$ cat config.mk
export PLATFORM = sky130hd
export DESIGN_NAME = rcm_remote_carrier_mask_pwm
export DESIGN_NICKNAME = d
export VERILOG_FILES = /design/src/design/rcm_pkg.sv /design/src/design/rcm_remote_carrier_mask_pwm.sv
export VERILOG_INCLUDE_DIRS = /design/src /design/src/design
export SDC_FILE = /design/constraint.sdc
export NUM_CORES = 1
export LEC_CHECK = 0
export ABC_AREA = 0
export BUFFER_PORTS_ARGS = -buffer_cell sky130_fd_sc_hd__buf_4
export CORE_ASPECT_RATIO = 0.5
export CORE_MARGIN = 2
export CORE_UTILIZATION = 25
export CTS_CLUSTER_SIZE = 20
export DETAILED_ROUTE_END_ITERATION = 7
export PLACE_DENSITY_LB_ADDON = 0.2
export SYNTH_ARGS = -nofsm -noshare
export SYNTH_HDL_FRONTEND = slang
export SYNTH_SLANG_ARGS = --single-unit
$ cat constraint.sdc
create_clock -name sys_clk -period 2.5 [get_ports sys_clk]
set_input_delay 0.5 -clock sys_clk [delete_from_list [all_inputs] [get_ports sys_clk]]
set_output_delay 0.5 -clock sys_clk [all_outputs]
set_load 0.005 [all_outputs]
$ cat src/design/rcm_regs.svh
// Timing constants and reset values for the remote carrier mask generator
`ifndef RCM_REGS_SVH
`define RCM_REGS_SVH
`define RCM_SYS_CLK_HZ 200000000
`define RCM_PCLK_HZ 8000000
`define RCM_PCLK_DIV (`RCM_SYS_CLK_HZ / `RCM_PCLK_HZ)
`define RCM_CNT_W 16
`define RCM_COUNT_RESET 16'h0000
`define RCM_CARRIER_HZ 40000
`define RCM_CARRIER_DUTY_PCT 30
`define RCM_CARRIER_PERIOD_COUNT ((`RCM_PCLK_HZ / `RCM_CARRIER_HZ) - 1)
`define RCM_CARRIER_HIGH_COUNT ((((`RCM_PCLK_HZ / `RCM_CARRIER_HZ) * `RCM_CARRIER_DUTY_PCT) / 100) - 1)
`endif

$ cat src/design/rcm_pkg.sv
// Types shared by the remote carrier mask generator
package rcm_pkg;
  // Period counts loaded by software, one per channel
  typedef struct packed {
    logic [15:0] mask_period_count;
    logic [15:0] mask_active_count;
    logic [15:0] carrier_period_count;
    logic [15:0] carrier_high_count;
  } rcm_counts_t;

  // Channel request pulses
  typedef struct packed {
    logic mask_rise_request;
    logic mask_channel_b_request;
    logic carrier_period_request;
    logic carrier_high_request;
  } rcm_requests_t;

  typedef enum logic [1:0] {
    RCM_IDLE = 2'b00,
    RCM_RUN = 2'b01
  } rcm_state_t;
endpackage

$ cat src/design/rcm_remote_carrier_mask_pwm.sv
// Remote-control carrier and mask waveform generator on four timer channels
// Summary of operation
// - Output is carrier combined with mask waveform
// - Channels four and five make the carrier
// - Carrier from loaded counts; 199 and 59 give 40 kHz, 30 percent high
// - Channels two and three make the mask
// - All channels count on 8 MHz clock
// - Channel three underflow ends mask active part
// - Mask rise raises channel two request
// - Zero active count gives no remote output
// - Channel five underflow drives carrier low
// - Channel four underflow starts five, carrier high
// - Result drives dedicated remote output pin
// - Select bit routes result; else timer outputs
// - Enable low stops clock, ignores writes, resets
`include "rcm_regs.svh"
`timescale 1ns/1ps
`default_nettype none
module rcm_remote_carrier_mask_pwm #(
  parameter int unsigned CNT_W = `RCM_CNT_W,
  parameter int unsigned PCLK_DIV = `RCM_PCLK_DIV
) (
  input wire logic sys_clk,
  input wire logic srst,
  input wire logic timer_array_enable,
  input wire logic remote_output_select,
  input wire logic count_write,
  input wire rcm_pkg::rcm_counts_t count_data,
  input wire logic start,
  input wire logic stop,
  input wire logic key_input_port,
  output logic key_pressed,
  output logic remote_output_pin,
  output logic [3:0] timer_output,
  output logic running,
  output rcm_pkg::rcm_requests_t requests
);
  // Default carrier counts, checked against the counter width
  localparam int unsigned CARRIER_PERIOD_DEF = `RCM_CARRIER_PERIOD_COUNT;
  localparam int unsigned CARRIER_HIGH_DEF = `RCM_CARRIER_HIGH_COUNT;

  initial begin
    if (CNT_W < 8) begin
      $error("rcm_remote_carrier_mask_pwm: counter narrower than 8 bits");
    end
    if (CNT_W > 16) begin
      $error("rcm_remote_carrier_mask_pwm: counter wider than its data field");
    end
    if (PCLK_DIV < 1) begin
      $error("rcm_remote_carrier_mask_pwm: divider below one");
    end
    if (PCLK_DIV > 256) begin
      $error("rcm_remote_carrier_mask_pwm: divider beyond its 8-bit counter");
    end
    if (CARRIER_PERIOD_DEF >= (1 << CNT_W) || CARRIER_HIGH_DEF >= (1 << CNT_W)) begin
      $error("rcm_remote_carrier_mask_pwm: carrier counts do not fit counter");
    end
  end

  rcm_pkg::rcm_counts_t data_reg;
  rcm_pkg::rcm_state_t state;
  logic [CNT_W-1:0] cnt2;
  logic [CNT_W-1:0] cnt3;
  logic [CNT_W-1:0] cnt4;
  logic [CNT_W-1:0] cnt5;
  logic [7:0] div_cnt;
  logic pclk_en;
  logic key_meta;
  logic key_sync;
  logic carrier;
  logic mask;
  logic ch5_run;
  logic ch3_run;
  logic uf2;
  logic uf3;
  logic uf4;
  logic uf5;
  logic [CNT_W-1:0] d2;
  logic [CNT_W-1:0] d3;
  logic [CNT_W-1:0] d4;
  logic [CNT_W-1:0] d5;

  assign d2 = data_reg.mask_period_count[CNT_W-1:0];
  assign d3 = data_reg.mask_active_count[CNT_W-1:0];
  assign d4 = data_reg.carrier_period_count[CNT_W-1:0];
  assign d5 = data_reg.carrier_high_count[CNT_W-1:0];

  // Key pin synchroniser, level active low
  always_ff @(posedge sys_clk) begin
    if (srst) begin
      key_meta <= 1'b1;
      key_sync <= 1'b1;
    end else begin
      key_meta <= key_input_port;
      key_sync <= key_meta;
    end
  end

  // Pressed flag read only from the second stage
  always_ff @(posedge sys_clk) begin
    if (srst) begin
      key_pressed <= 1'b0;
    end else begin
      key_pressed <= ~key_sync;
    end
  end

  // 8 MHz count enable from system clock
  always_ff @(posedge sys_clk) begin
    if (srst || !timer_array_enable) begin
      div_cnt <= 8'h00;
    end else if (div_cnt == 8'(PCLK_DIV - 1)) begin
      div_cnt <= 8'h00;
    end else begin
      div_cnt <= div_cnt + 8'h01;
    end
  end

  always_ff @(posedge sys_clk) begin
    if (srst || !timer_array_enable) begin
      pclk_en <= 1'b0;
    end else begin
      pclk_en <= (div_cnt == 8'(PCLK_DIV - 1));
    end
  end

  // Count data registers; writes ignored while disabled
  always_ff @(posedge sys_clk) begin
    if (srst || !timer_array_enable) begin
      data_reg <= '0;
    end else if (count_write) begin
      data_reg <= count_data;
    end
  end

  // Run state
  always_ff @(posedge sys_clk) begin
    if (srst || !timer_array_enable) begin
      state <= rcm_pkg::RCM_IDLE;
    end else begin
      case (state)
        rcm_pkg::RCM_IDLE: begin
          if (start) begin
            state <= rcm_pkg::RCM_RUN;
          end
        end
        rcm_pkg::RCM_RUN: begin
          if (stop) begin
            state <= rcm_pkg::RCM_IDLE;
          end
        end
        default: begin
          state <= rcm_pkg::RCM_IDLE;
        end
      endcase
    end
  end

  wire logic run = (state == rcm_pkg::RCM_RUN);
  wire logic tick = run && pclk_en;
  assign uf2 = tick && (cnt2 == '0);
  assign uf3 = tick && ch3_run && (cnt3 == '0);
  assign uf4 = tick && (cnt4 == '0);
  assign uf5 = tick && ch5_run && (cnt5 == '0);

  // Carrier period channel: free-running, reloads at underflow
  always_ff @(posedge sys_clk) begin
    if (srst || !run) begin
      cnt4 <= d4;
    end else if (uf4) begin
      cnt4 <= d4;
    end else if (tick) begin
      cnt4 <= cnt4 - 1'b1;
    end
  end

  // Carrier high channel: one-shot started by period underflow
  always_ff @(posedge sys_clk) begin
    if (srst || !run) begin
      cnt5 <= d5;
    end else if (uf4) begin
      cnt5 <= d5;
    end else if (tick && ch5_run && !uf5) begin
      cnt5 <= cnt5 - 1'b1;
    end
  end

  always_ff @(posedge sys_clk) begin
    if (srst || !run) begin
      ch5_run <= 1'b0;
    end else if (uf4) begin
      ch5_run <= 1'b1;
    end else if (uf5) begin
      ch5_run <= 1'b0;
    end
  end

  // Internal carrier level; period restart wins over high-time end
  always_ff @(posedge sys_clk) begin
    if (srst || !run) begin
      carrier <= 1'b0;
    end else if (uf4) begin
      carrier <= 1'b1;
    end else if (uf5) begin
      carrier <= 1'b0;
    end
  end

  // Mask period channel: mask set high at each underflow if active count nonzero
  always_ff @(posedge sys_clk) begin
    if (srst || !run) begin
      cnt2 <= d2;
    end else if (uf2) begin
      cnt2 <= d2;
    end else if (tick) begin
      cnt2 <= cnt2 - 1'b1;
    end
  end

  // Mask active channel: zero count gives no active interval
  always_ff @(posedge sys_clk) begin
    if (srst || !run) begin
      cnt3 <= '0;
    end else if (uf2) begin
      cnt3 <= d3;
    end else if (tick && ch3_run && !uf3) begin
      cnt3 <= cnt3 - 1'b1;
    end
  end

  always_ff @(posedge sys_clk) begin
    if (srst || !run) begin
      ch3_run <= 1'b0;
    end else if (uf2) begin
      ch3_run <= (d3 != '0);
    end else if (uf3) begin
      ch3_run <= 1'b0;
    end
  end

  // Mask stays low until the first period underflow
  always_ff @(posedge sys_clk) begin
    if (srst || !run) begin
      mask <= 1'b0;
    end else if (uf2) begin
      mask <= (d3 != '0);
    end else if (uf3) begin
      mask <= 1'b0;
    end
  end

  // Request pulses, one cycle each
  always_ff @(posedge sys_clk) begin
    if (srst || !timer_array_enable) begin
      requests <= '0;
    end else begin
      requests.mask_rise_request <= uf2;
      requests.mask_channel_b_request <= uf3;
      requests.carrier_period_request <= uf4;
      requests.carrier_high_request <= uf5;
    end
  end

  // Run status
  always_ff @(posedge sys_clk) begin
    if (srst || !timer_array_enable) begin
      running <= 1'b0;
    end else begin
      running <= run;
    end
  end

  // Remote pin carries the gated carrier only when selected
  always_ff @(posedge sys_clk) begin
    if (srst || !timer_array_enable) begin
      remote_output_pin <= 1'b0;
    end else if (remote_output_select) begin
      remote_output_pin <= carrier & mask;
    end else begin
      remote_output_pin <= 1'b0;
    end
  end

  // Plain timer outputs only when the remote path is off
  always_ff @(posedge sys_clk) begin
    if (srst || !timer_array_enable) begin
      timer_output <= 4'h0;
    end else if (remote_output_select) begin
      timer_output <= 4'h0;
    end else begin
      timer_output <= {carrier, ch5_run, ch3_run, mask};
    end
  end
endmodule
`default_nettype wire

==> impl_metrics.json, run 1 <==
{
  "dp_hpwl_mm": 11.5,
  "drt_iter0_markers": 318,
  "grt_pass1_wl_mm": 26.4,
  "syn_to_final_growth_pct": 24.7,
  "max_slew.worst_pin.slew_ns": 0.495,
  "yosys.area.top_type": "dfxtp_1",
  "root_buffer": "clkbuf_16",
  "end_kind": "flip-flop",
  "worstPathRequired_ns": 2.68,
  "wl_met3_um": 552,
  "ant_nets": 0,
  "nNetsFinal": 858,
  "min_from": "remote_output_select",
  "synthArstFlopShare_pct": 0,
  "yosys-top-cells-area": "dfxtp_1 30%, edfxtp_1 21%, mux2i_1 9.6%",
  "drv_slew": 0,
  "numCtsBuffers": 17,
  "cts_buffer_depth": 2,
  "slew_headroom_pct": 66.9,
  "gp_congestion": 0.763,
  "cts_tree": "built",
  "die_w_um": 239,
  "via_per_inst": 4.45,
  "final_cell_area_um2": 8580,
  "dp.cells": 1112,
  "netlist.area_leader.share_pct": 30.0,
  "synth_warnings": 0,
  "max-cap-violations": 0,
  "postRouteWirelength_mm": 16.2,
  "grt_pass1_vias": 5044,
  "dr.pass1.iters": 5,
  "r2r_start": "cnt2[10]",
  "io_buffers": 82,
  "worst-setup-path-type": "reg -> reg",
  "top_layer": "met4",
  "cp_max_fo": 31,
  "synth_common_cells": "147 x nor2_1, 103 x dfxtp_1, 66 x mux2i_1",
  "drive_above_1_share_pct": 20.3,
  "initial_utilization_pct": 25.7,
  "hp-class": "in -> reg",
  "synth_nets": 772,
  "remaining_drc_errors": 0,
  "skew_ns": 0.00924,
  "grt_usage_pct": 11.7,
  "fillers": 2760,
  "worstRegToRegCells": 6,
  "wire_per_inst_um": 14.2,
  "n_antenna_cell": 0,
  "cts-resized-gates": 0,
  "wl_met1_mm": 8.27,
  "run_status": "completed",
  "met2WireLength_mm": 7.23,
  "crit_arrival_ns": 2.51,
  "p_leak_uw": 0.00343,
  "yosysMostFrequentCell": "nor2_1",
  "die-area_um2": 28900,
  "post-route-min-period_ns": 2.32,
  "hold_ws_ns": 0.257,
  "core-area_um2": 26700,
  "clkTransAtPathRegs_ns": 0.06,
  "ys_ff_latch": 151,
  "ir_drop_v": 0.000382,
  "rsz0062_at_grt": "false",
  "synth_cell_types": 53,
  "crit_start": "cnt2[10]",
  "avgSynthCellArea_um2": 9.93,
  "cts.sinks": 151,
  "die_h_um": 121,
  "hold_viol": 0,
  "period_share_pct": 92.9,
  "post-place-ws_ns": 0.141,
  "placed_area_um2": 7980,
  "ios": 83,
  "fmax_mhz": 431,
  "grt_max_degree": 42,
  "cts_max_level": 4,
  "grt_overflow": 0,
  "setup_tns_ns": 0,
  "syn-cell-area_um2": 6880,
  "seq_area_um2": 3500,
  "final-setup-viol-count": 0,
  "vias": 5095,
  "critPathLaunchType": "flip-flop",
  "antenna_found_initial": 0,
  "clk_latency_ns": 0.42,
  "multi_input_area_um2": 3170,
  "synth_enable_flop_cells": 48,
  "ys_seq_area_share_pct": 50.9,
  "setup_ws_ns": 0.178,
  "synthFlopType": "dfxtp_1",
  "rows": 42,
  "holdPathStages": 2,
  "pwr_density_cell_nw_per_um2": 699,
  "fin_cells": 1144,
  "netlist_instances": 693
}
## cell families (layout without fill, tap and decap cells)
kind of cell | count (synthesis) | after routing | synth area share [%]
AO/OA/AOI/OAI | 88 | 88 | 8.22
XOR/XNOR | 52 | 52 | 6.62
adder cells (fa/ha/maj) | 7 | 7 | 1.27
flip-flops | 151 | 151 | 50.9
multiplexers | 67 | 67 | 9.77
AND/OR/NAND/NOR | 282 | 282 | 19.9
buffers and inverters | 46 | 145 | 3.27
## worst max-delay path, cell delays in order (launching register included)
cell and delay, ns:
edfxtp_1 0.44, or4_4 0.56, or4b_1 0.52, o21ai_2 0.18, buf_12 0.19, a21oi_1 0.05
a21o_1 0.15
## state kept, by name, indices dropped and copies added (netlist names), 2 cells and up
name / cells
d3: 16
timer_output: 2
d2: 16
d5: 16
cnt5: 16
cnt3: 16
cnt2: 16
div_cnt: 8
cnt4: 16
requests: 4
d4: 16
## through the flow
stage | util (%) | total power, µW
global route | 32.1 | 6280
CTS | 32.1 | 6080
finish | 32.1 | 6000
global placement | 29.8 | 3450
floorplan | - | 3220
detailed placement | 29.8 | 3460
## cell usage in the layout (no fill, tap or decap), types with 5 or more instances in the layout
master,count
nor2_1,147
dfxtp_1,103
buf_4,99
mux2i_1,66
edfxtp_1,48
a21oi_1,39
xnor2_1,36
nand2_1,36
nor3_1,22
clkbuf_16,18
xor2_1,16
nand3_1,14
nor4_1,12
o21ai_0,11
inv_1,10
o21ai_1,9
a211oi_2,9
nand4_1,7
ha_1,7
or4_1,6
clkbuf_8,5
## area by class of cell
cell class	instances	area share [%]
sequential	151	40.8
multi-input combinational	496	37.0
timing repair buffer	103	9.59
clock buffer	23	6.05
tap	352	5.13
clock inverter	9	0.991
inverter	10	0.437
## power by group
group / total (µW) / switching, µW / leakage [µW] / internal [µW]
sequential: 2730 / 90.1 / 0.00140 / 2640
clock: 2590 / 1030 / 0.000305 / 1570
combinational: 672 / 338 / 0.00172 / 334
total: 6000 / 1460 / 0.00343 / 4540
## metal layers
metal / GRT usage, % / up-vias
li1: - / 2625
met1: 16.0 / 2421
met2: 18.1 / 39
met3: 3.34 / 10
met4: 3.40 / 0
met5: 0 / -
## timing repair
action	CTS	global route
setup endpoints to repair	0	6
hold buffers	0	0
buffers inserted	0	0
## path summary, 6_finish.rpt
kind,endpoint,slack [ns]
setup / recovery,cnt2[4],0.18
hold / removal,timer_output[2],0.26
setup reg to reg,cnt2[4],0.18
hold reg to reg,key_pressed,0.37
Power figures use the tool's default switching activity.
==> run 2: changes to the inputs <==
--- a/config.mk
+++ b/config.mk
@@ -13,7 +13,8 @@
 export CORE_UTILIZATION = 25
 export CTS_CLUSTER_SIZE = 20
 export DETAILED_ROUTE_END_ITERATION = 7
-export PLACE_DENSITY_LB_ADDON = 0.2
+export GPL_ROUTABILITY_DRIVEN = 1
+export PLACE_DENSITY = 0.48
 export SYNTH_ARGS = -nofsm -noshare
 export SYNTH_HDL_FRONTEND = slang
 export SYNTH_SLANG_ARGS = --single-unit
==> impl_metrics.json, run 2 (synthesis gave the netlist of run 1 again) <==
{
  "slowest_stage": "or4b_1",
  "io_buffers": 82,
  "max-cap-violations": 0,
  "remaining_drc_errors": 0,
  "seqPwrFrac_pct": 46.2,
  "critical-path-top-delay-family": "simple AND/OR/NAND/NOR gates",
  "drive_above_1_share_pct": 20.4,
  "critPathLaunchType": "flip-flop",
  "skew_ns": 0.00944,
  "max_slew.worst_pin.slew_ns": 0.602,
  "wire_per_inst_um": 13.7,
  "min_from": "remote_output_select",
  "internal_power_uw": 4350,
  "rsz0062_at_grt": "false",
  "n_antenna_cell": 0,
  "postCtsHoldBufs": 0,
  "worst-setup-path-type": "reg -> reg",
  "layout_commonest_cell": "nor2_1",
  "final_cell_mix": "147 x nor2_1, 103 x dfxtp_1, 99 x buf_4",
  "cp_max_fo": 16,
  "initial_utilization_pct": 25.7,
  "path_cells": "inv_1, ha_1, or4b_1, nor4_4, a21oi_4, buf_4, nor2_1, a21oi_1",
  "pwr_density_cell_nw_per_um2": 690,
  "period_share_pct": 93.2,
  "dp.cells": 1109,
  "rows": 42,
  "r2r_start": "cnt4[1]",
  "antenna_found_initial": 0,
  "p_sw_share_pct": 26.4,
  "critPathMaxStageDelay_ns": 0.52,
  "p_clk_share_pct": 42.4,
  "clkTransAtPathRegs_ns": 0.07,
  "grt_max_degree": 35,
  "fin_cells": 1145,
  "p_leak_uw": 0.00341,
  "via_per_inst": 4.43,
  "power_switching_uw": 1560,
  "grt_overflow": 0,
  "comb_power_share_pct": 11.4,
  "run_status": "completed",
  "drv_slew": 0,
  "cts_tree": "built",
  "fmax_mhz": 429,
  "die-area_um2": 28900,
  "ios": 83,
  "crit_start": "cnt4[1]",
  "gp_congestion": 0.787,
  "placed_area_um2": 7960,
  "clk_latency_ns": 0.43,
  "cts_max_level": 4,
  "postRouteWirelength_mm": 15.7,
  "dp_hpwl_mm": 11.3,
  "dr.pass1.iters": 4,
  "final-setup-viol-count": 0,
  "hp-class": "in -> reg",
  "cts-resized-gates": 0,
  "core-area_um2": 26700,
  "drt_iter0_markers": 306,
  "hold_viol": 0,
  "root_buffer": "clkbuf_16",
  "worstPathRequired_ns": 2.68,
  "die_h_um": 121,
  "p_total_uw": 5910,
  "end_kind": "flip-flop",
  "ir_drop_v": 0.000342,
  "setup_tns_ns": 0,
  "syn_to_final_growth_pct": 24.4,
  "grt_usage_pct": 11.5,
  "cts.sinks": 151,
  "crit_arrival_ns": 2.51,
  "grt_pass1_vias": 5053,
  "numCtsBuffers": 17,
  "slew_headroom_pct": 59.8,
  "cp_num_buf_inv": 2,
  "final_cell_area_um2": 8560,
  "cts_buffer_depth": 2,
  "nNetsFinal": 859,
  "post-route-min-period_ns": 2.33,
  "grt_pass1_wl_mm": 26.1,
  "vias": 5076,
  "die_w_um": 239,
  "ant_nets": 0
}
==> run 2: changes by cell type in the layout (fill, tap and decap cells not counted) <==
cell | previous run | this run
a21oi_2 | 0 | 1
bufinv_16 | 1 | 0
clkbuf_8 | 5 | 0
clkinv_2 | 2 | 0
clkinv_4 | 3 | 2
inv_6 | 0 | 6
inv_8 | 0 | 3
==> run 2: what timing repair did <==
item,4_1_cts,5_1_grt
buffers inserted,0,3
endpoints found under the setup margin,0,37
hold endpoints to repair,0,0
==> run 2: path summary, 6_finish.rpt <==
| kind | depth (start not counted) | slack (ns) | endpoint |
|---|---|---|---|
| worst max-delay path | 8 | 0.17 | cnt4[8] |
| worst min-delay path | 2 | 0.25 | timer_output[2] |
| worst max register to register | 8 | 0.17 | cnt4[8] |
| worst min register to register | 1 | 0.38 | key_pressed |
==> run 2: power by group through the flow <==
stage	Sequential, µW	Clock (µW)	Combinational [µW]
2_1_floorplan	2760	0	460
3_3_place_gp	2780	0	666
3_5_place_dp	2790	0	674
4_1_cts	2730	2590	680
5_1_grt	2750	2690	759
6_report	2730	2500	671
==> run 2: worst reg2reg max path: stages, from the launching register on <==
cell and delay [ns]:
edfxtp_1 0.41, inv_1 0.08, ha_1 0.19, or4b_1 0.52, nor4_4 0.29, a21oi_4 0.19, buf_4 0.23, nor2_1 0.12
a21oi_1 0.05
==> run 2: through the flow <==
| step | utilization [%] | setup WS [ns] | hold slack [ns] |
|---|---|---|---|
| 4_1_cts | 31.9 | 0.0608 | 0.226 |
| 3_5_place_dp | 29.7 | 0.0916 | 0.373 |
| 3_3_place_gp | 29.7 | 0.141 | 0.366 |
| 6_report | 32.0 | 0.170 | 0.249 |
| 2_1_floorplan | - | 0.0621 | 0.363 |
| 5_1_grt | 32.0 | 0.0000464 | 0.232 |
==> run 2: layout make-up <==
type	instances	area (µm²)
Tap cell	352	440
Clock buffer	18	450
Inverter	10	37.5
Multi-Input combinational cell	497	3180
Fill cell	2720	18200
Clock inverter	14	123
Sequential cell	151	3500
Timing Repair Buffer	103	823
==> run 2: metal layers <==
| metal | track usage [%] | wire length, µm |
|---|---|---|
| met5 | 0 | 0 |
| met4 | 4.18 | 195 |
| met3 | 3.18 | 531 |
| met2 | 18.4 | 7330 |
| met1 | 15.0 | 7640 |
